<file path="config.mk">
export PLATFORM = sky130hd
export DESIGN_NAME = sdrlat_pipe
export DESIGN_NICKNAME = d
export VERILOG_FILES = /design/src/design/sdrlat_pkg.sv /design/src/design/sdrlat_skid.sv /design/src/design/sdrlat_pipe.sv
export SDC_FILE = /design/constraint.sdc
export NUM_CORES = 2
export LEC_CHECK = 0
export ABC_AREA = 1
export BUFFER_PORTS_ARGS = -buffer_cell sky130_fd_sc_hd__buf_4
export CAP_MARGIN = 20
export CORE_MARGIN = 5
export CORE_UTILIZATION = 56
export DETAILED_ROUTE_END_ITERATION = 10
export MAX_ROUTING_LAYER = met4
export PLACE_DENSITY_LB_ADDON = 0.1
export SLEW_MARGIN = 20
export SYNTH_ARGS = -nofsm -noshare
export SYNTH_HDL_FRONTEND = slang
export SYNTH_HIERARCHICAL = 1
export SYNTH_SLANG_ARGS = --single-unit
</file>
<file path="constraint.sdc">
create_clock -name clk_sys -period 6.1 [get_ports clk_sys]
set_input_delay 1.525 -clock clk_sys [delete_from_list [all_inputs] [get_ports clk_sys]]
set_output_delay 1.525 -clock clk_sys [all_outputs]
set_load 0.02 [all_outputs]
</file>
<file path="src/design/sdrlat_pkg.sv">
`default_nettype none

package sdrlat_pkg;

    typedef enum logic [1:0] {
        SDRLAT_MEM_DDR2 = 2'h0,
        SDRLAT_MEM_DDR3 = 2'h1,
        SDRLAT_MEM_LPDDR2 = 2'h2
    } sdrlat_mem_type;

    typedef enum logic [1:0] {
        SDRLAT_RATE_FULL = 2'h0,
        SDRLAT_RATE_HALF = 2'h1,
        SDRLAT_RATE_QUARTER = 2'h2
    } sdrlat_rate_type;

    // Class index: bit1 = odd write latency, bit0 = odd read latency
    localparam logic [1:0] EVEN_WRITE_EVEN_READ_CLASS = 2'h0;
    localparam logic [1:0] EVEN_WRITE_ODD_READ_CLASS = 2'h1;
    localparam logic [1:0] ODD_WRITE_EVEN_READ_CLASS = 2'h2;
    localparam logic [1:0] ODD_WRITE_ODD_READ_CLASS = 2'h3;
    localparam int CLASS_WRITE_BIT = 1;

    localparam int LAT_W = 6;

    localparam logic [LAT_W-1:0] FULL_CTL_CMD = 6'h05;
    localparam logic [LAT_W-1:0] FULL_PHY_CMD = 6'h00;
    localparam logic [LAT_W-1:0] FULL_PHY_RET = 6'h04;
    localparam logic [LAT_W-1:0] FULL_CTL_RET = 6'h0a;

    localparam logic [LAT_W-1:0] HALF_CTL_CMD = 6'h0a;
    localparam logic [LAT_W-1:0] HALF_PHY_CMD_EVEN_WRITE = 6'h03;
    localparam logic [LAT_W-1:0] HALF_PHY_CMD_ODD_WRITE = 6'h04;
    localparam logic [LAT_W-1:0] HALF_CTL_RET = 6'h04;
    localparam logic [LAT_W-1:0] HALF_DDR2_PHY_RET = 6'h06;
    // Indexed by class: even/even, even/odd, odd/even, odd/odd
    localparam logic [4*LAT_W-1:0] HALF_DDR3_PHY_RET = {6'h07, 6'h06, 6'h06, 6'h07};

    localparam logic [LAT_W-1:0] QTR_CTL_CMD = 6'h14;
    localparam logic [LAT_W-1:0] QTR_PHY_CMD_EVEN_WRITE = 6'h08;
    localparam logic [LAT_W-1:0] QTR_PHY_CMD_ODD_WRITE = 6'h0b;
    localparam logic [LAT_W-1:0] QTR_CTL_RET = 6'h08;
    localparam logic [4*LAT_W-1:0] QTR_DDR3_PHY_RET = {6'h0e, 6'h11, 6'h11, 6'h10};

    localparam int DDR2_MEM_RD_MIN = 3;
    localparam int DDR2_MEM_RD_UPPER = 7;
    localparam int DDR3_MEM_RD_MIN = 5;
    localparam int DDR3_MEM_RD_UPPER = 11;

    localparam int HALF_RATIO = 2;
    localparam int QTR_RATIO = 4;

endpackage

`default_nettype wire

</file>
<file path="src/design/sdrlat_skid.sv">
`timescale 1ns/1ps
`default_nettype none

module sdrlat_skid #(
    parameter int WIDTH = 32
) (
    input wire logic clk_sys,
    input wire logic rst,
    input wire logic in_valid,
    output logic in_ready,
    input wire logic [WIDTH-1:0] in_data,
    output logic out_valid,
    input wire logic out_ready,
    output logic [WIDTH-1:0] out_data
);

    logic [WIDTH-1:0] slot_q [2];
    logic [1:0] count_q;
    logic rd_ptr_q;
    logic wr_ptr_q;
    logic push;
    logic pop;

    assign push = in_valid && in_ready;
    assign pop = out_valid && out_ready;

    always_ff @(posedge clk_sys) begin
        if (rst) begin
            count_q <= 2'h0;
            rd_ptr_q <= 1'b0;
            wr_ptr_q <= 1'b0;
        end else begin
            count_q <= count_q + {1'b0, push} - {1'b0, pop};
            if (push) begin
                wr_ptr_q <= ~wr_ptr_q;
            end
            if (pop) begin
                rd_ptr_q <= ~rd_ptr_q;
            end
        end
    end

    always_ff @(posedge clk_sys) begin
        if (push) begin
            slot_q[wr_ptr_q] <= in_data;
        end
    end

    // Ready only on free slot, so a receiver stall never drops a word
    assign in_ready = (count_q != 2'h2);
    assign out_valid = (count_q != 2'h0);
    assign out_data = slot_q[rd_ptr_q];

endmodule

`default_nettype wire

</file>
<file path="src/design/sdrlat_pipe.sv">
`timescale 1ns/1ps
`default_nettype none

// Latency model of controller plus PHY, all counts in memory clock cycles.
// The module runs on the memory clock; rate shapes the local strobe and selects the stage delays.
module sdrlat_pipe
    import sdrlat_pkg::*;
#(
    parameter int DATA_W = 32,
    parameter int ADDR_W = 24,
    parameter int DEPTH = 64
) (
    input wire logic clk_sys,
    input wire logic rst,
    input wire sdrlat_mem_type mem_kind,
    input wire sdrlat_rate_type rate,
    input wire logic odd_write_latency,
    input wire logic odd_read_latency,
    // Local side
    input wire logic req_valid,
    output logic req_ready,
    input wire logic req_write,
    input wire logic [ADDR_W-1:0] req_addr,
    input wire logic [DATA_W-1:0] req_wdata,
    output logic rd_valid,
    input wire logic rd_ready,
    output logic [DATA_W-1:0] rd_data,
    output logic local_tick,
    // Memory side
    output logic mem_cmd_valid,
    output logic mem_cmd_write,
    output logic [ADDR_W-1:0] mem_cmd_addr,
    output logic mem_wdata_valid,
    output logic [DATA_W-1:0] mem_wdata,
    input wire logic mem_rdata_valid,
    input wire logic [DATA_W-1:0] mem_rdata,
    // Latency report
    output logic [LAT_W-1:0] trip_no_mem,
    output logic [LAT_W-1:0] write_latency,
    output logic [15:0] last_read_latency
);

    ////////////////////////////////////////////////////////////////////////
    // Stage delays from configuration

    logic [1:0] cls;
    logic [LAT_W-1:0] ctl_cmd;
    logic [LAT_W-1:0] phy_cmd;
    logic [LAT_W-1:0] phy_ret;
    logic [LAT_W-1:0] ctl_ret;
    logic [1:0] ratio_m1;

    assign cls = {odd_write_latency, odd_read_latency};

    always_comb begin
        ctl_cmd = FULL_CTL_CMD;
        phy_cmd = FULL_PHY_CMD;
        phy_ret = FULL_PHY_RET;
        ctl_ret = FULL_CTL_RET;
        ratio_m1 = 2'h0;
        unique case (rate)
            SDRLAT_RATE_HALF: begin
                ratio_m1 = 2'(HALF_RATIO - 1);
                ctl_cmd = HALF_CTL_CMD;
                phy_cmd = cls[CLASS_WRITE_BIT] ? HALF_PHY_CMD_ODD_WRITE : HALF_PHY_CMD_EVEN_WRITE;
                ctl_ret = HALF_CTL_RET;
                if (mem_kind == SDRLAT_MEM_DDR2) begin
                    phy_ret = HALF_DDR2_PHY_RET;
                end else begin
                    phy_ret = HALF_DDR3_PHY_RET[cls*LAT_W +: LAT_W];
                end
            end
            SDRLAT_RATE_QUARTER: begin
                ratio_m1 = 2'(QTR_RATIO - 1);
                ctl_cmd = QTR_CTL_CMD;
                phy_cmd = cls[CLASS_WRITE_BIT] ? QTR_PHY_CMD_ODD_WRITE : QTR_PHY_CMD_EVEN_WRITE;
                ctl_ret = QTR_CTL_RET;
                phy_ret = QTR_DDR3_PHY_RET[cls*LAT_W +: LAT_W];
            end
            default: begin
                // Full rate for all three memories
            end
        endcase
    end

    ////////////////////////////////////////////////////////////////////////
    // Local-side strobe: one memory cycle in every 1, 2 or 4

    logic [1:0] phase_q;
    logic tick;

    assign tick = (phase_q == ratio_m1);

    always_ff @(posedge clk_sys) begin
        if (rst || tick) begin
            phase_q <= 2'h0;
        end else begin
            phase_q <= phase_q + 2'h1;
        end
    end

    always_ff @(posedge clk_sys) begin
        if (rst) begin
            local_tick <= 1'b0;
        end else begin
            local_tick <= tick;
        end
    end

    ////////////////////////////////////////////////////////////////////////
    // Command path: delay line indexed by free-running time stamp

    localparam int TW = 16;
    logic [TW-1:0] now_q;
    logic accept;

    always_ff @(posedge clk_sys) begin
        if (rst) begin
            now_q <= '0;
        end else begin
            now_q <= now_q + 16'h0001;
        end
    end

    // One request in flight at a time, read or write, keeps the model exact
    logic busy_q;
    logic [TW-1:0] issue_at_q;
    logic [TW-1:0] accept_t_q;
    logic cmd_write_q;
    logic [ADDR_W-1:0] cmd_addr_q;
    logic [DATA_W-1:0] cmd_data_q;
    logic wait_rd_q;

    assign accept = req_valid && req_ready;

    always_ff @(posedge clk_sys) begin
        if (rst) begin
            req_ready <= 1'b0;
        end else begin
            req_ready <= tick && !busy_q && !accept && !wait_rd_q;
        end
    end

    always_ff @(posedge clk_sys) begin
        if (rst) begin
            busy_q <= 1'b0;
            issue_at_q <= '0;
            accept_t_q <= '0;
            cmd_write_q <= 1'b0;
            cmd_addr_q <= '0;
            cmd_data_q <= '0;
        end else if (accept) begin
            busy_q <= 1'b1;
            accept_t_q <= now_q;
            // Combined controller and PHY command delay
            issue_at_q <= now_q + TW'(ctl_cmd) + TW'(phy_cmd) - 16'h0001;
            cmd_write_q <= req_write;
            cmd_addr_q <= req_addr;
            cmd_data_q <= req_wdata;
        end else if (busy_q && now_q == issue_at_q) begin
            busy_q <= 1'b0;
        end
    end

    logic issue;
    assign issue = busy_q && (now_q == issue_at_q);

    always_ff @(posedge clk_sys) begin
        if (rst) begin
            mem_cmd_valid <= 1'b0;
            mem_cmd_write <= 1'b0;
            mem_cmd_addr <= '0;
            mem_wdata_valid <= 1'b0;
            mem_wdata <= '0;
        end else begin
            mem_cmd_valid <= issue;
            mem_cmd_write <= issue && cmd_write_q;
            mem_wdata_valid <= issue && cmd_write_q;
            if (issue) begin
                mem_cmd_addr <= cmd_addr_q;
                mem_wdata <= cmd_data_q;
            end
        end
    end

    always_ff @(posedge clk_sys) begin
        if (rst) begin
            write_latency <= '0;
            trip_no_mem <= '0;
        end else begin
            write_latency <= ctl_cmd + phy_cmd;
            trip_no_mem <= ctl_cmd + phy_cmd + phy_ret + ctl_ret;
        end
    end

    ////////////////////////////////////////////////////////////////////////
    // Read return path: memory data delayed by PHY and controller return

    localparam int PW = $clog2(DEPTH);
    logic [DATA_W-1:0] ret_mem [DEPTH];
    logic [TW-1:0] ret_due [DEPTH];
    logic [PW:0] ret_wr_q;
    logic [PW:0] ret_rd_q;
    logic ret_head;
    logic [DATA_W-1:0] ret_head_data;
    logic skid_ready;

    always_ff @(posedge clk_sys) begin
        if (rst) begin
            wait_rd_q <= 1'b0;
        end else if (accept && !req_write) begin
            wait_rd_q <= 1'b1;
        end else if (rd_valid && rd_ready) begin
            wait_rd_q <= 1'b0;
        end
    end

    always_ff @(posedge clk_sys) begin
        if (mem_rdata_valid) begin
            ret_mem[ret_wr_q[PW-1:0]] <= mem_rdata;
            ret_due[ret_wr_q[PW-1:0]] <= now_q + TW'(phy_ret) + TW'(ctl_ret) - 16'h0001;
        end
    end

    always_ff @(posedge clk_sys) begin
        if (rst) begin
            ret_wr_q <= '0;
            ret_rd_q <= '0;
        end else begin
            if (mem_rdata_valid) begin
                ret_wr_q <= ret_wr_q + 1'b1;
            end
            if (ret_head && skid_ready) begin
                ret_rd_q <= ret_rd_q + 1'b1;
            end
        end
    end

    // A late slot waits on stall; due test uses signed distance
    logic [TW-1:0] slack;
    assign slack = now_q - ret_due[ret_rd_q[PW-1:0]];
    assign ret_head = (ret_wr_q != ret_rd_q) && !slack[TW-1];
    assign ret_head_data = ret_mem[ret_rd_q[PW-1:0]];

    logic skid_valid;
    logic [DATA_W-1:0] skid_data;

    sdrlat_skid #(
        .WIDTH(DATA_W)
    ) u_skid (
        .clk_sys(clk_sys),
        .rst(rst),
        .in_valid(ret_head),
        .in_ready(skid_ready),
        .in_data(ret_head_data),
        .out_valid(skid_valid),
        .out_ready(rd_ready || !rd_valid),
        .out_data(skid_data)
    );

    always_ff @(posedge clk_sys) begin
        if (rst) begin
            rd_valid <= 1'b0;
            rd_data <= '0;
        end else if (rd_ready || !rd_valid) begin
            rd_valid <= skid_valid;
            rd_data <= skid_data;
        end
    end

    // Measured latency; users must allow for reset-to-reset drift
    always_ff @(posedge clk_sys) begin
        if (rst) begin
            last_read_latency <= '0;
        end else if (skid_valid && (rd_ready || !rd_valid)) begin
            last_read_latency <= now_q + 16'h0001 - accept_t_q;
        end
    end

endmodule

`default_nettype wire

</file>
* Yosys cells after proc, flatten, opt, wreduce, memory -nomap -nowiden
Memories as Yosys holds them, arrays and structs flattened. A register that Yosys moved wholly into a read port is not among the register bits. Cells that the tools add are included. Widths: inputs -> output; s select.
Cells by class: add/sub/neg operators 17, multiply operators 1, eq/ne operators 6, shift operators 2, muxes and demuxes 20, bitwise gates (word level) 2, reductions and logical operators 23
Operator list (number):
- $add 16x6->16 | 4
- $shiftx 24x6->6 const A | 2
- $sub 16x1->16 const B | 2
- $sub 16x16->16 | 2
- $mux 6 | 5
- $add 6x6->6 | 3
- $add 16x1->16 const B | 1
- $eq 16x16->1 | 1
- $pmux 4 s2 | 2
- $add 7x1->7 const B | 2
- $pmux 6 s2 | 1
- $logic_and 1x1->1 | 11
- $pmux 5 s2 | 1
- $mux 1 | 8
- $ne 7x7->1 | 1
- $logic_not 1->1 | 6
- $reduce_bool 2->1 | 3
- $mul 2x2->4 const B | 1
- $pmux 2 s2 | 1
- $mux 3 | 1
- $add 2x1->2 | 1
- $add 2x1->2 const B | 1
- $eq 2x1->1 const B | 1
- $eq 2x2->1 | 1
- 7 further kinds | 9
Word-level totals: register bits after elaboration 216, RAM bits 3136, input port bits 100, output and inout port bits 122, logic and storage cells 98, memories 3
Memories:
- ret_mem | words 64, width 32, rd ports 1, clocked after Yosys merged registers in 1, write ports 1, RTL line sdrlat_pipe.sv:200 | logic [DATA_W-1:0] ret_mem [DEPTH];
- ret_due | words 64, width 16, rd ports 1, clocked after Yosys merged registers in 1, write ports 1, RTL line sdrlat_pipe.sv:201 | logic [TW-1:0] ret_due [DEPTH];
- u_skid.slot_q | words 2, width 32, rd ports 1, clocked after Yosys merged registers in 1, write ports 1, RTL line sdrlat_skid.sv:17 | logic [WIDTH-1:0] slot_q [2];

* Longest topological paths before layout
word-level depth 7, mapped depth 33

* Modules after synthesis
The synthesis kept the hierarchy.
By module, submodules not included:
- sdrlat_pipe | times used 1, cells each 10495, area each 131703.8 um2, seq. area each 97253.3 um2
- sdrlat_skid | times used 1, cells each 137, area each 2710.1 um2, seq. area each 2021.9 um2

* Worst setup path before layout
No wires, ideal clock.
kind input to register, start input rate[0], end memory ret_due[0][10] (data pin), setup time 0.535 ns, arrival time 5.964 ns, data required time 5.565 ns, slack -0.399 ns, stages 18, cell sequence inv_1 > ha_1 > clkbuf_1 > inv_1 > o21ai_0 > a21oi_1 > inv_1 > ha_1 > inv_1 > fa_1 > ha_1 > fa_1 > nand3_1 > nand2_1 > a21oi_1 > o21bai_1 > a21oi_1 > xor2_1
On the way: cells in the longest elaborated chain, start to end 5, elaborated cells between the ends (all ways) 7
RTL lines:
- start: declaration | RTL line sdrlat_pipe.sv:16 | input wire sdrlat_rate_type rate,
- $eq 2x2->1 / $eq 2x1->1 (equally long branches) | RTL line sdrlat_pipe.sv:61 | unique case (rate)
- $pmux 6 s2 | RTL line sdrlat_pipe.sv:61
- $add 16x6->16 | RTL line sdrlat_pipe.sv:221 | ret_due[ret_wr_q[PW-1:0]] <= now_q + TW'(phy_ret) + TW'(ctl_ret) - 16'h0001;
- $add 16x6->16 * | RTL line sdrlat_pipe.sv:221
- $sub 16x1->16 * | RTL line sdrlat_pipe.sv:221
- end: declaration | RTL line sdrlat_pipe.sv:201
Every way passes the cells marked *; elsewhere a longest branch is shown, timed or not.

==> reports/summary.txt <==
Clock Latency Late Sink - 0.97 ns
Worst Hold Slack - 0.4294 ns
setup repair after global routing missed its margin - false
Combinational Power Share - 0.240
Least-Margin Pin Slew - 1.174 ns
vias per cell - 6.490
Fin Setup TNS - 0 ns
Initial Util - 0.5641
cts bufs inserted - 357
Hold EP - req_ready
chip height - 499.9 um
Core ar. - 238300 um2
leakage - 50.73 nW
Int Pwr - 43.16 mW
global-route wire length before repair - 597800 um
Fill cells - 17810
top-area cell type share of the netlist area - 0.7006
pre-CTS WS - 0.4416 ns
Max Fanout on Critical Path - 198
Syn Area/Cell - 12.64 um2
nets@finish - 10970
hpwl dp - 215700 um
final slew viol count - 0
worst setup margin - 0.6256 ns
Fmax - 182.7 MHz
H-tree levels - 5
library cells used by synthesis - 52
Routed Antenna Nets - 0
final hold viol count - 0
gr ovfl total - 0
total power - 62.72 mW
share of layout cells above drive strength 1 - 0.1023
DRC - 0
Top FF cell, synth - edfxtp_1
synthesis warning total - 6
Crit. End Element - register
area of the die - 249900 um2
Clock Tree Buf Depth - 4
Max IR drop VDD - 323.7 uV
critical path arrival - 6.35 ns
Max Clock Skew - 0.06278 ns
HP Start - wait_rd_q
Final min period - 5.474 ns
Hold Path Depth - 1
Boundary Pins - 222
Core Util, Final - 0.6363
wire per inst - 29.67 um
syn nets - 10840
Syn Std Cell Area - 134400 um2
input/output buffers - 221
synth-to-layout area growth - 12.81%
largest cells by area after synthesis - edfxtp_1 70%, o21ai_0 7.4%, nor2_1 6.6%, o22ai_1 4.3%, dfxtp_1 3.8%
Final Cycle Share - 0.8974
CTS Sinks - 3391
CP Class - reg -> reg
sequential group share of total power - 0.424
EDFF count, synth - 3136
r2r endpoint - u_skid/count_q[1]
gr usage total - 0.3381
Routed WL - 421200 um
P_sw - 19.55 mW
status - finished, final reports clean
most frequent cells after synthesis - 3136 x edfxtp_1, 2366 x nor2_1, 1987 x o21ai_0
PostCTS Resize Cnt - 0
reg-to-reg slack, setup - 0.63 ns
pwr/cell area - 413.6 nW/um2
Hold/Removal Path Class - reg -> reg
Synth async-reset ratio - 0
post-synth top area cell - edfxtp_1
initial DRC count - 13730
CTS Root Cell - clkbuf_16
switching share of power - 0.3118
Max-cap violations - 0
Final Wtd Congestion - 0.9048
number of synthesized register bits - 3391
largest net degree at the start of global routing - 199
vias in the first global route - 85020
postcts setup bufs - 0
num rows - 179
initial antenna violation count - 13
DIE WIDTH - 499.9 um
CTS tree - done
CTS Hold Buffers Added - 0
Slew HR - 0.2175
Clk network pwr share - 0.335
Post-Synthesis Cells - 10630
sequential share of the synthesized area - 0.7386
Crit path required time - 6.97 ns
total number of vias - 92130
CP startpoint kind - register
FF-to-FF path depth - 23
clock transition at the registers of the reported paths - 0.06 ns
cell with the most instances after synthesis - edfxtp_1
setup violators final - 0
router iterations before antenna repair - 8
## layout make-up
cell class / count / area, um2 / area share
diodes: 8 / 20.02 / 0.0001320
clock inverters: 176 / 1660 / 0.01095
inverters: 198 / 784.5 / 0.005174
well taps: 3167 / 3963 / 0.02613
clock buffers: 448 / 9518 / 0.06277
flip-flops and latches: 3391 / 99300 / 0.6549
repair buffers: 516 / 4574 / 0.03017
multi-input cells: 6292 / 31810 / 0.2098
## state kept, by name (all words and copies together), names as in the netlist, 2 cells and up, named ones only
signal             flops
issue_at_q            16
rd_data               32
trip_no_mem            6
ret_wr_q               7
ret_mem             2048
write_latency          6
u_skid/count_q         2
now_q                 16
mem_wdata             32
u_skid/slot_q         64
cmd_addr_q            24
ret_rd_q               7
cmd_data_q            32
ret_due             1024
mem_cmd_addr          24
last_read_latency     16
accept_t_q            16
phase_q                2
## worst max path at each step
stage | from | end
finish | register | u_skid/count_q[1]
global route | register | u_skid/count_q[1]
CTS | register | u_skid/count_q[1]
detailed placement | rate[0] | ret_due[31][14]
global placement | rate[0] | ret_due[30][14]
floorplan | rate[0] | ret_due[0][6]
## critical path, cell delays in order (launching register included)
cell and delay (ns):
dfxtp_4 0.60, buf_12 0.52, o21ai_0 0.21, o22ai_1 0.25
nor2_1 0.07, o22ai_1 0.19, nand2_1 0.08, nand3_1 0.10
o21ai_0 0.40, ha_1 0.37, nand3_1 0.10, a31oi_1 0.09
a2111oi_0 0.41, buf_4 0.22, nand3_1 0.10, a21boi_0 0.34
nand2_1 0.18, ha_1 0.31, inv_1 0.04, ha_1 0.18
inv_1 0.05, nand2_1 0.07, a21oi_1 0.12, nor2_1 0.06
## cell usage in the layout, fill, tap and decap left out, drive strengths merged, types with 8 or more instances in the layout
cell type,synthesis,final
o22ai,919,919
a21oi,144,144
nand4,19,19
xor2,47,47
nor3,20,20
mux2,33,33
diode,0,8
clkinv,2,135
nand3,99,99
inv,196,198
xnor2,27,27
o32ai,45,45
bufinv,0,33
clkinvlp,0,8
o21ai,2064,2064
edfxtp,3136,3136
ha,101,101
clkbuf,500,448
nor2,2366,2366
nand2,340,340
buf,251,516
dfxtp,255,255
fa,8,8
o22a,9,9
## stage by stage
stage | cells | area (um2)
6_report | 14200 | 151600
5_1_grt | 14190 | 151600
4_1_cts | 14190 | 151600
3_5_place_dp | 13560 | 140400
3_3_place_gp | 13560 | 140400
2_1_floorplan | 10630 | 134500
## cell families after synthesis
logic type	share of synthesized area
buffers and inverters	0.03000
adders and majority gates	0.01059
and+or+nand+nor	0.08161
xor gates and xnor gates	0.004822
AOI/OAI and AO/OA	0.1308
muxes	0.003602
DFF	0.7386
## power by group through the flow
stage	clock [mW]	combinational, mW	sequential, mW
floorplan	0	9.81	27.2
global placement	0	14.5	27.1
detailed placement	0	14.8	27.1
CTS	21.2	14.8	26.6
global route	22.2	16.4	26.6
finish	21.0	15.1	26.6
## routing by layer
layer	part of all wire	vias to the layer above	wire length [um]	track usage
li1	-	39410	-	-
met5	0	-	0	-
met4	0.039	0	16360	0.1168
met1	0.38	46060	161500	0.4658
met2	0.45	5722	190700	0.5036
met3	0.13	928	52680	0.07566
Note: power is estimated with default switching activity, not from simulation.
